### config.mk
export PLATFORM = sky130hd
export DESIGN_NAME = gis_irq_status
export DESIGN_NICKNAME = d
export VERILOG_FILES = /design/src/gis_pkg.sv /design/src/gis_irq_status.sv
export SDC_FILE = /design/constraint.sdc
export NUM_CORES = 1
export LEC_CHECK = 0
export ABC_AREA = 0
export BUFFER_PORTS_ARGS = -buffer_cell sky130_fd_sc_hd__buf_2
export CAP_MARGIN = 20
export CORE_MARGIN = 10
export CORE_UTILIZATION = 49
export DETAILED_ROUTE_END_ITERATION = 6
export PLACE_DENSITY = 0.79
export REMOVE_ABC_BUFFERS = 1
export SLEW_MARGIN = 20
export SYNTH_ARGS = -nofsm -noshare
export SYNTH_HDL_FRONTEND = slang
export SYNTH_SLANG_ARGS = --single-unit
### constraint.sdc
create_clock -name ref_clk -period 1.7 [get_ports ref_clk]
set_clock_uncertainty 0.05 [all_clocks]
set_input_delay 0.17 -clock ref_clk [delete_from_list [all_inputs] [get_ports ref_clk]]
set_output_delay 0.17 -clock ref_clk [all_outputs]
set_load 0.05 [all_outputs]
### src/gis_pkg.sv
// Purpose: Constants for the GPIB interrupt status and mask logic.
// Assumes: Registers decoded on the low four address bits; port A and
//          port B alias onto the same registers.
// Notes:   Bit positions follow the status register layouts.

package gis_pkg;

  // ***********************************************************
  // Register offsets (low four address bits)
  // ***********************************************************
  localparam logic [3:0] OFS_DATA     = 4'h0;
  localparam logic [3:0] OFS_STAT_ONE = 4'h1;
  localparam logic [3:0] OFS_STAT_TWO = 4'h5;

  // ***********************************************************
  // First status register bit positions
  // ***********************************************************
  localparam int unsigned B1_UNKNOWN_CMD = 7;
  localparam int unsigned B1_SEC_ADDR    = 6;
  localparam int unsigned B1_TRIGGER     = 5;
  localparam int unsigned B1_END_RX      = 4;
  localparam int unsigned B1_CLEAR_REQ   = 3;
  localparam int unsigned B1_LOST_BYTE   = 2;
  localparam int unsigned B1_TX_READY    = 1;
  localparam int unsigned B1_RX_READY    = 0;

  // ***********************************************************
  // Second status / mask register bit positions
  // ***********************************************************
  localparam int unsigned B2_SUMMARY     = 7;
  localparam int unsigned B2_SRQ_SEEN    = 6;
  localparam int unsigned B2_LOCKOUT     = 5;
  localparam int unsigned B2_FAR_CTRL    = 4;
  localparam int unsigned B2_CMD_DONE    = 3;
  localparam int unsigned B2_LOCK_CHG    = 2;
  localparam int unsigned B2_REM_CHG     = 1;
  localparam int unsigned B2_ADDR_CHG    = 0;
  localparam int unsigned B2_DMA_OUT     = 5;
  localparam int unsigned B2_DMA_IN      = 4;

  // Mask bits that are interrupt enables, not DMA controls
  localparam logic [7:0] IE2_MASK       = 8'h4F;
  // Writable mask bits; bit 7 is reserved and stays zero
  localparam logic [7:0] MASK2_WR       = 8'h7F;

  // ***********************************************************
  // Reset values
  // ***********************************************************
  localparam logic [7:0] RST_BYTE       = 8'h00;

endpackage : gis_pkg

### src/gis_irq_status.sv
// Purpose: Interrupt status flags, masks and summary pin of a GPIB core.
// Assumes: All state inputs come from core logic on ref_clk; one-cycle
//          read and write strobes from the host register port.
// Notes:   Summary pin is combinational from registered flags.
//
// Contract
// - Lost-byte set when talking with no listener
// - Lost-byte set on byte write in idle
// - First status flags clear on read, reset
// - Transmit-ready set on talk-and-generate rising edge
// - Transmit-ready clears on read, state end, write
// - Receive-ready set on listen-accept unless continuous
// - Receive-ready clears on reset, reads, finish-holdoff
// - Second status and mask share offset 5/15
// - Second status bit layout, summary at top
// - Second mask bit layout, bit 7 reserved
// - Enabled status condition raises interrupt request
// - Mask never alters second status flags
// - Flag changes during second read are deferred
// - Summary is OR of enabled thirteen flags
// - Summary one drives interrupt pin

`timescale 1ns/1ps

module gis_irq_status (
  input  wire logic       ref_clk,
  input  wire logic       rst,
  input  wire logic [4:0] reg_addr,
  input  wire logic       reg_rd,
  input  wire logic       reg_wr,
  input  wire logic [7:0] reg_wdata,
  output logic      [7:0] reg_rdata,
  output logic            irq_pin,
  output logic            dma_out_enable,
  output logic            dma_in_enable,
  input  wire logic       talk_active,
  input  wire logic       src_delay,
  input  wire logic       data_accepted,
  input  wire logic       ready_for_data,
  input  wire logic       src_idle,
  input  wire logic       src_generate,
  input  wire logic       listen_active,
  input  wire logic       accept_data,
  input  wire logic       cont_mode,
  input  wire logic       finish_hs,
  input  wire logic       holdoff_mode,
  input  wire logic       unknown_cmd_flag,
  input  wire logic       secondary_addr_flag,
  input  wire logic       trigger_flag,
  input  wire logic       end_rx_flag,
  input  wire logic       clear_request_flag,
  input  wire logic       service_req_seen,
  input  wire logic       outbound_cmd_done,
  input  wire logic       lockout_change,
  input  wire logic       remote_change,
  input  wire logic       address_status_change,
  input  wire logic       lockout_state,
  input  wire logic       far_control_state
);

  // ***********************************************************
  // Register decode
  // ***********************************************************
  logic       rd_one;
  logic       rd_two;
  logic       wr_one;
  logic       wr_two;
  logic       rd_dir;
  logic       wr_outbound;

  // Port bit ignored: port A and port B alias
  assign rd_one      = reg_rd && (reg_addr[3:0] == gis_pkg::OFS_STAT_ONE);
  assign rd_two      = reg_rd && (reg_addr[3:0] == gis_pkg::OFS_STAT_TWO);
  assign wr_one      = reg_wr && (reg_addr[3:0] == gis_pkg::OFS_STAT_ONE);
  assign wr_two      = reg_wr && (reg_addr[3:0] == gis_pkg::OFS_STAT_TWO);
  assign rd_dir      = reg_rd && (reg_addr[3:0] == gis_pkg::OFS_DATA);
  assign wr_outbound = reg_wr && (reg_addr[3:0] == gis_pkg::OFS_DATA);

  // ***********************************************************
  // First status register
  // ***********************************************************
  logic [7:0] stat_one_q;
  logic [7:0] stat_one_d;
  logic [7:0] mask_one_q;
  logic [7:0] set_one;
  logic [7:0] clr_one;
  logic       txg_prev_q;
  logic       delay_prev_q;
  logic       no_listener;
  logic       late_write;

  assign no_listener = talk_active && src_delay && data_accepted
                       && ready_for_data;
  // Write while idle, or in the cycle delay gives way to idle
  assign late_write  = wr_outbound
                       && (src_idle || (delay_prev_q && !src_delay));

  always_comb begin
    set_one = gis_pkg::RST_BYTE;
    set_one[gis_pkg::B1_UNKNOWN_CMD] = unknown_cmd_flag;
    set_one[gis_pkg::B1_SEC_ADDR]    = secondary_addr_flag;
    set_one[gis_pkg::B1_TRIGGER]     = trigger_flag;
    set_one[gis_pkg::B1_END_RX]      = end_rx_flag;
    set_one[gis_pkg::B1_CLEAR_REQ]   = clear_request_flag;
    set_one[gis_pkg::B1_LOST_BYTE]   = no_listener || late_write;
    set_one[gis_pkg::B1_TX_READY]    = talk_active && src_generate
                                       && !txg_prev_q;
    set_one[gis_pkg::B1_RX_READY]    = listen_active && accept_data
                                       && !cont_mode;
  end

  always_comb begin
    clr_one = {8{rd_one}};
    clr_one[gis_pkg::B1_TX_READY] = rd_one || !talk_active
                                    || !src_generate
                                    || wr_outbound;
    clr_one[gis_pkg::B1_RX_READY] = rd_one || rd_dir
                                    || (finish_hs && holdoff_mode);
  end

  // Set beats clear so an event in the read cycle is not lost
  assign stat_one_d = (stat_one_q & ~clr_one) | set_one;

  always_ff @(posedge ref_clk) begin
    if (rst) begin
      stat_one_q <= gis_pkg::RST_BYTE;
    end else begin
      stat_one_q <= stat_one_d;
    end
  end

  always_ff @(posedge ref_clk) begin
    if (rst) begin
      txg_prev_q   <= 1'b0;
      delay_prev_q <= 1'b0;
    end else begin
      txg_prev_q   <= talk_active && src_generate;
      delay_prev_q <= src_delay;
    end
  end

  always_ff @(posedge ref_clk) begin
    if (rst) begin
      mask_one_q <= gis_pkg::RST_BYTE;
    end else if (wr_one) begin
      mask_one_q <= reg_wdata;
    end
  end

  // ***********************************************************
  // Second status and mask registers
  // ***********************************************************
  logic [7:0] stat_two_q;
  logic [7:0] pend_two_q;
  logic [7:0] mask_two_q;
  logic [7:0] set_two;

  always_comb begin
    set_two = gis_pkg::RST_BYTE;
    set_two[gis_pkg::B2_SRQ_SEEN] = service_req_seen;
    set_two[gis_pkg::B2_CMD_DONE] = outbound_cmd_done;
    set_two[gis_pkg::B2_LOCK_CHG] = lockout_change;
    set_two[gis_pkg::B2_REM_CHG]  = remote_change;
    set_two[gis_pkg::B2_ADDR_CHG] = address_status_change;
  end

  // Events seen during a read are parked and applied afterwards
  always_ff @(posedge ref_clk) begin
    if (rst) begin
      pend_two_q <= gis_pkg::RST_BYTE;
    end else if (rd_two) begin
      pend_two_q <= pend_two_q | set_two;
    end else begin
      pend_two_q <= gis_pkg::RST_BYTE;
    end
  end

  // Mask plays no part in flag updates
  always_ff @(posedge ref_clk) begin
    if (rst) begin
      stat_two_q <= gis_pkg::RST_BYTE;
    end else if (rd_two) begin
      stat_two_q <= gis_pkg::RST_BYTE;
    end else begin
      stat_two_q <= stat_two_q | set_two | pend_two_q;
    end
  end

  always_ff @(posedge ref_clk) begin
    if (rst) begin
      mask_two_q <= gis_pkg::RST_BYTE;
    end else if (wr_two) begin
      mask_two_q <= reg_wdata & gis_pkg::MASK2_WR;
    end
  end

  assign dma_out_enable = mask_two_q[gis_pkg::B2_DMA_OUT];
  assign dma_in_enable  = mask_two_q[gis_pkg::B2_DMA_IN];

  // ***********************************************************
  // Interrupt summary
  // ***********************************************************
  logic summary;

  // DMA control bits kept out of the sum
  assign summary = (|(stat_one_q & mask_one_q))
                   || (|(stat_two_q & mask_two_q & gis_pkg::IE2_MASK));
  // Pin follows flags in the same cycle; active high, no polarity control
  assign irq_pin = summary;

  // ***********************************************************
  // Read data
  // ***********************************************************
  logic [7:0] rdata_q;
  logic [7:0] stat_two_view;

  always_comb begin
    stat_two_view = stat_two_q;
    stat_two_view[gis_pkg::B2_SUMMARY]  = summary;
    stat_two_view[gis_pkg::B2_LOCKOUT]  = lockout_state;
    stat_two_view[gis_pkg::B2_FAR_CTRL] = far_control_state;
  end

  // Unmapped reads and the data offset return zero here
  always_ff @(posedge ref_clk) begin
    if (rst) begin
      rdata_q <= gis_pkg::RST_BYTE;
    end else if (rd_one) begin
      rdata_q <= stat_one_q;
    end else if (rd_two) begin
      rdata_q <= stat_two_view;
    end else if (reg_rd) begin
      rdata_q <= gis_pkg::RST_BYTE;
    end
  end

  assign reg_rdata = rdata_q;

  // ***********************************************************
  // Assertions
  // ***********************************************************
  a_lost_no_listener: assert property (
    @(posedge ref_clk) disable iff (rst)
    no_listener |=> stat_one_q[gis_pkg::B1_LOST_BYTE])
    else $error("lost-byte flag not set without listener");

  a_lost_idle_write: assert property (
    @(posedge ref_clk) disable iff (rst)
    (wr_outbound && src_idle) |=> stat_one_q[gis_pkg::B1_LOST_BYTE])
    else $error("lost-byte flag not set on idle write");

  a_lost_transition: assert property (
    @(posedge ref_clk) disable iff (rst)
    (wr_outbound && delay_prev_q && !src_delay)
    |=> stat_one_q[gis_pkg::B1_LOST_BYTE])
    else $error("lost-byte flag not set on delay-to-idle write");

  a_one_read_clear: assert property (
    @(posedge ref_clk) disable iff (rst)
    rd_one |=> ((stat_one_q & ~$past(set_one)) == 8'h00))
    else $error("first status not cleared by read");

  a_txr_rise: assert property (
    @(posedge ref_clk) disable iff (rst)
    (talk_active && src_generate && !txg_prev_q)
    |=> stat_one_q[gis_pkg::B1_TX_READY])
    else $error("transmit-ready missed rising edge");

  a_txr_talk_end: assert property (
    @(posedge ref_clk) disable iff (rst)
    (!talk_active || wr_outbound) && !set_one[gis_pkg::B1_TX_READY]
    |=> !stat_one_q[gis_pkg::B1_TX_READY])
    else $error("transmit-ready not cleared");

  a_txr_gen_end: assert property (
    @(posedge ref_clk) disable iff (rst)
    !src_generate |=> !stat_one_q[gis_pkg::B1_TX_READY])
    else $error("transmit-ready kept after generate ended");

  a_rxr_set_gate: assert property (
    @(posedge ref_clk) disable iff (rst)
    (listen_active && accept_data && !cont_mode)
    |=> stat_one_q[gis_pkg::B1_RX_READY])
    else $error("receive-ready not set");

  a_rxr_cont_block: assert property (
    @(posedge ref_clk) disable iff (rst)
    (cont_mode && !stat_one_q[gis_pkg::B1_RX_READY])
    |=> !stat_one_q[gis_pkg::B1_RX_READY])
    else $error("receive-ready set in continuous mode");

  a_rxr_dir_clear: assert property (
    @(posedge ref_clk) disable iff (rst)
    (rd_dir && !set_one[gis_pkg::B1_RX_READY])
    |=> !stat_one_q[gis_pkg::B1_RX_READY])
    else $error("receive-ready not cleared by data read");

  a_rxr_finish_clear: assert property (
    @(posedge ref_clk) disable iff (rst)
    (finish_hs && holdoff_mode && !set_one[gis_pkg::B1_RX_READY])
    |=> !stat_one_q[gis_pkg::B1_RX_READY])
    else $error("receive-ready not cleared by finish in holdoff");

  a_two_port_b: assert property (
    @(posedge ref_clk) disable iff (rst)
    (wr_two && reg_addr[4])
    |=> (mask_two_q == ($past(reg_wdata) & gis_pkg::MASK2_WR)))
    else $error("second mask write through port B lost");

  a_two_read_data: assert property (
    @(posedge ref_clk) disable iff (rst)
    rd_two |=> (reg_rdata[gis_pkg::B2_SUMMARY] == $past(summary))
               && (reg_rdata[gis_pkg::B2_LOCKOUT] == $past(lockout_state)))
    else $error("second status read layout wrong");

  a_mask_reserved: assert property (
    @(posedge ref_clk) disable iff (rst)
    wr_two |=> !mask_two_q[7])
    else $error("reserved mask bit stored");

  a_dma_follow: assert property (
    @(posedge ref_clk) disable iff (rst)
    wr_two |=> (dma_out_enable == $past(reg_wdata[gis_pkg::B2_DMA_OUT])))
    else $error("DMA-out enable does not follow mask write");

  a_mask_no_alter: assert property (
    @(posedge ref_clk) disable iff (rst)
    (wr_two && !rd_two && set_two == 8'h00 && pend_two_q == 8'h00)
    |=> stat_two_q == $past(stat_two_q))
    else $error("mask write altered status flags");

  a_two_set_free: assert property (
    @(posedge ref_clk) disable iff (rst)
    !rd_two |=> ((stat_two_q & $past(set_two)) == $past(set_two)))
    else $error("second status event not recorded");

  a_defer_apply: assert property (
    @(posedge ref_clk) disable iff (rst)
    (rd_two && set_two != 8'h00) ##1 !rd_two
    |=> ((stat_two_q & $past(set_two, 2)) == $past(set_two, 2)))
    else $error("deferred second status event lost");

  a_irq_enabled: assert property (
    @(posedge ref_clk) disable iff (rst)
    (stat_two_q[gis_pkg::B2_SRQ_SEEN] && mask_two_q[gis_pkg::B2_SRQ_SEEN])
    || (stat_one_q[gis_pkg::B1_RX_READY] && mask_one_q[gis_pkg::B1_RX_READY])
    |-> irq_pin)
    else $error("enabled flag did not raise interrupt");

  a_irq_dma_quiet: assert property (
    @(posedge ref_clk) disable iff (rst)
    (stat_one_q == 8'h00 && stat_two_q == 8'h00) |-> !irq_pin)
    else $error("interrupt without any flag");

endmodule : gis_irq_status

# Yosys cells after proc, flatten, opt, wreduce, memory -nomap -nowiden
# Cells that the tools add are included.
dict set report totals {
  out_inout_bits 11
  ff_bits 49
  wordCells 57
  in_bits 40
}
dict set report classes {
  bitwise_logic 9
  n_reduce_logical 35
  eq_ne 2
  n_mux 3
}
# operator count
set ops {}
lappend ops {{$mux W8} 3}
lappend ops {{$and A8 B8 Y8} 2}
lappend ops {{$logic_and A1 B1 Y1} 16}
lappend ops {{$or A8 B7 Y8} 2}
lappend ops {{$or A8 B8 Y8} 2}
lappend ops {{$logic_or A1 B1 Y1} 8}
lappend ops {{$not A8 Y8} 1}
lappend ops {{$reduce_or A8 Y1} 1}
lappend ops {{$and A7 B7 Y7} 1}
lappend ops {{$logic_not A1 Y1} 5}
lappend ops {{$reduce_or A5 Y1} 1}
lappend ops {{$eq A4 B1 Y1 const B} 1}
lappend ops {{$eq A4 B3 Y1 const B} 1}
lappend ops {{$logic_not A4 Y1} 1}
lappend ops {{$reduce_or A2 Y1} 2}
lappend ops {{$reduce_bool A3 Y1} 1}
lappend ops {{$not A1 Y1} 1}

# Logic depth before layout (Yosys ltp)
dict set report logic_depth {
  depth_word 8
  mapped_depth 5
  depth_no_buf 4
}

# Least setup slack after synthesis
# OpenSTA, ideal clock, no wires.
dict set report synth_path {
  path_type {reg2out}
  startpoint {reg stat_one_q[3]}
  endpoint {out irq_pin}
  path_stages_with_launch 5
  path_slack_ns 0.300
  path_buffers 0
  t_arrival_ns 1.180
  required_time_ns 1.480
  cell_sequence {dfxtp_1 > a222oi_1 > nand3_1 > nor3_1 > inv_1}
}
dict set report synth_between {
  elab_chain_cells 3
}
# item line
set synth_lines {}
lappend synth_lines {{start: declaration} gis_irq_status.sv:82} ;# logic [7:0] stat_one_q;
lappend synth_lines {{start signal: assignment} gis_irq_status.sv:126} ;# stat_one_q <= gis_pkg::RST_BYTE;
lappend synth_lines {{start signal: assignment} gis_irq_status.sv:128} ;# stat_one_q <= stat_one_d;
lappend synth_lines {{$and A8 B8 Y8} gis_irq_status.sv:206} ;# assign summary = (|(stat_one_q & mask_one_q))
lappend synth_lines {{$reduce_or A8 Y1} gis_irq_status.sv:206}
lappend synth_lines {{$logic_or A1 B1 Y1} gis_irq_status.sv:207} ;# || (|(stat_two_q & mask_two_q & gis_pkg::IE2_MASK));
lappend synth_lines {{end: declaration} gis_irq_status.sv:33} ;# output logic irq_pin,
# No other way between the ends.

# Final worst setup path
# Ends and elaborated chain as after synthesis.

==> impl_metrics.py <==
metrics = {
    "setup_path": {
        "startpoint_type": "register",
        "path_max_fanout": 3,
        "cp_slowest_stage_delay_ps": 350,
        "crit_path_end_kind": "primary output",
        "path_buf_inv": 2,
        "cp_top_family": "flip-flops",
        "rr_endpoint": "reg_rdata[7]",
        "worst_ep_arrival_time_ps": 1500,
        "r2r_slack_ps": 430,
        "critPathRequiredTime_ps": 1480,
        "worstPathCellList": "a222oi_1 > nand3_1 > nor3_2 > inv_1 > buf_6",
        "worstSetupPathType": "reg2out",
        "reg2regPathDepth": 5,
        "r2r-start": "stat_one_q[3]",
        "slowest_stage": "dfxtp_2",
    },
    "placed_design": {
        "hpwl_um": 3090,
        "placed_area_um2": 1900,
        "io_buffers": 49,
        "dp_slack_ps": 224,
        "globalplace.congestion": 0.784,
        "post-place-cells": 269,
    },
    "clocking": {
        "htree_num_levels": 2,
        "clk_pin_slew_worst_paths_ps": 120,
        "tritoncts": "built",
        "cts_buffers": 5,
        "clock_sinks": 43,
        "clk-insertion-delay-late_ps": 350,
        "clock-root-buffer": "clkbuf_4",
        "clock_path_buffers": 2,
    },
    "logic_synthesis": {
        "yosysSeqAreaShare": 0.528,
        "syn_area_um2": 1630,
        "synthTopCellsByArea": "dfxtp_1, a21oi_1, nor2_1",
        "postSynthAreaPerCell_um2": 8.90,
        "synth-seq-cells": 43,
        "yosysTopAreaCell": "dfxtp_1",
        "synth_cell_types": 27,
        "syn_inst": 183,
        "yosys_warnings": 0,
        "synth_top_area_share": 0.528,
    },
    "run_status": {
        "outcome": "complete, but fails checks",
        "violations": "negative setup slack",
    },
    "timing": {
        "timing.final.crit_share": 1.01,
        "hold-worst-slack_ps": 7.02,
        "fmax_ghz": 0.583,
        "rsz0062_at_grt": "yes",
        "final_max_slew_viol_count": 0,
        "finalSetupViolCount": 1,
        "maxSlewHeadroom": 0.724,
        "hold_viol_final": 0,
        "worst-slew-pin-transition_ps": 414,
        "worst_slack_ps": -15.8,
        "finalCriticalPeriod_ps": 1720,
    },
    "detailed_routing": {
        "vias_per_cell": 5.46,
        "drt-total-wl_um": 4250,
        "antenna_left": 0,
        "dr_total_vias": 1590,
        "drt_first_pass_iters": 4,
        "drt_iter0_drc": 138,
        "wl_per_cell_um": 14.6,
        "drc": 0,
    },
    "layout": {
        "areaGrowthSynthToFinish_pct": 29.3,
        "fillCellCount": 266,
        "seq_area_um2": 863,
        "diodes": 0,
        "finalNonFillerCells": 291,
        "multiInputGateArea_um2": 713,
        "layout-drive-gt1-share": 0.279,
        "fin_area_um2": 2110,
        "fin_nets": 286,
    },
    "grt": {
        "grt_pass1_wl_um": 7280,
        "grt_pass1_vias": 1577,
        "antenna_found_initial": 0,
        "grt_max_degree": 21,
        "grt.total_usage": 0.144,
        "overflow": 0,
    },
    "hold_path": {
        "hold_start": "src_delay",
        "min_delay_worst_endpoint": "delay_prev_q",
        "hp-class": "in2reg",
        "holdPathStages": 2,
    },
    "floorplan": {
        "pin_count": 51,
        "fp.dieH_um": 77.7,
        "core_area_um2": 3130,
        "die_area_um2": 6030,
        "die_x_um": 77.7,
        "rows": 20,
        "start_util": 0.521,
    },
    "pwr": {
        "p_per_area_nw_per_um2": 841,
        "ir_drop_mv": 0.628,
        "leakage_nw": 0.858,
    },
    "run": {
        "drv_cap": 0,
    },
}
## metrics by stage
step / utilization / power (mW) / setup TNS, ps
finish: 0.674 / 1.77 / -15.8
global route: 0.674 / 1.86 / -83.4
CTS: 0.673 / 1.78 / -19.2
detailed placement: 0.608 / 1.30 / 0
global placement: 0.608 / 1.29 / 0
floorplan: - / 1.18 / 0
## what timing repair did
item                                    CTS  global route
cloned                                    0             0
endpoints found under the setup margin    1             1
gates resized for setup                   4             1
pin swaps                                 3             1
hold buffers                             13             0
hold endpoints to repair                 16             0
buffers inserted                          1             0
## cells by family after synthesis
family	synth area share
compound gates	0.217
buf+inv	0.0369
flops	0.528
simple gates	0.218
## cell usage in the layout, fill, tap and decap left out, types with 2 or more instances in the layout
| cell type | netlist | layout |
|---|---|---|
| nand3b_1 | 2 | 2 |
| a31oi_1 | 3 | 3 |
| buf_4 | 2 | 5 |
| clkbuf_4 | 0 | 5 |
| buf_2 | 0 | 48 |
| dfxtp_1 | 43 | 41 |
| nor2_1 | 25 | 25 |
| nand3_1 | 17 | 17 |
| a21oi_1 | 21 | 21 |
| clkinv_2 | 0 | 3 |
| dfxtp_2 | 0 | 2 |
| o31a_1 | 5 | 5 |
| nand2_1 | 24 | 24 |
| a22oi_1 | 10 | 10 |
| dlygate4sd3_1 | 0 | 13 |
| a211oi_1 | 6 | 6 |
| nor2b_1 | 3 | 3 |
## report_power, final
part	switching [mW]	internal [mW]
combinational	0.128	0.101
sequential	0.0281	1.04
clock	0.316	0.154
## synth_stat cells
master / instances
a211oi_1: 6
inv_1: 1
a22oi_2: 1
a211oi_2: 1
nand2_1: 24
a31oi_1: 3
a21boi_0: 1
nor2_1: 25
nor4b_4: 1
nand4_1: 1
dfxtp_1: 43
buf_4: 2
buf_6: 1
nor2b_1: 3
buf_1: 1
o21bai_1: 1
a222oi_1: 1
o22ai_1: 1
nand3b_1: 2
a21oi_1: 21
clkbuf_1: 7
nor3_1: 2
o31a_1: 5
and4bb_2: 1
a22oi_1: 10
a22o_1: 1
nand3_1: 17
## how the worst max path moves through the flow
stage,from,slack (ps),cells after the start,to
detailed placement,reg_addr[1],220,6,stat_one_q[7]
CTS,mask_one_q[3],-20,5,irq_pin
finish,stat_one_q[3],-20,5,irq_pin
floorplan,reg_addr[1],260,4,stat_one_q[3]
global placement,stat_one_q[3],230,5,irq_pin
global route,mask_one_q[3],-80,5,irq_pin
## registers in the layout, indices dropped and copies added (netlist names)
name	cells
mask_one_q	8
reg_rdata	8
stat_one_q	8
mask_two_q	7
pend_two_q	5
stat_two_q	5
delay_prev_q	1
txg_prev_q	1
## per-layer routing
layer | track usage | part of all wire
met1 | 0.177 | 0.42
met2 | 0.226 | 0.47
met3 | 0.0576 | 0.10
met4 | 0.0438 | 0.0082
met5 | 0 | 0
## layout make-up
cell class                 instances  area share
clock inverter                     3     0.00713
multi-input combinational        128       0.338
clock buffer                       5      0.0178
inverter                           1     0.00178
sequential                        43       0.410
tap                               44      0.0261
timing repair buffer              67       0.199
Power figures use the tool's default switching activity.
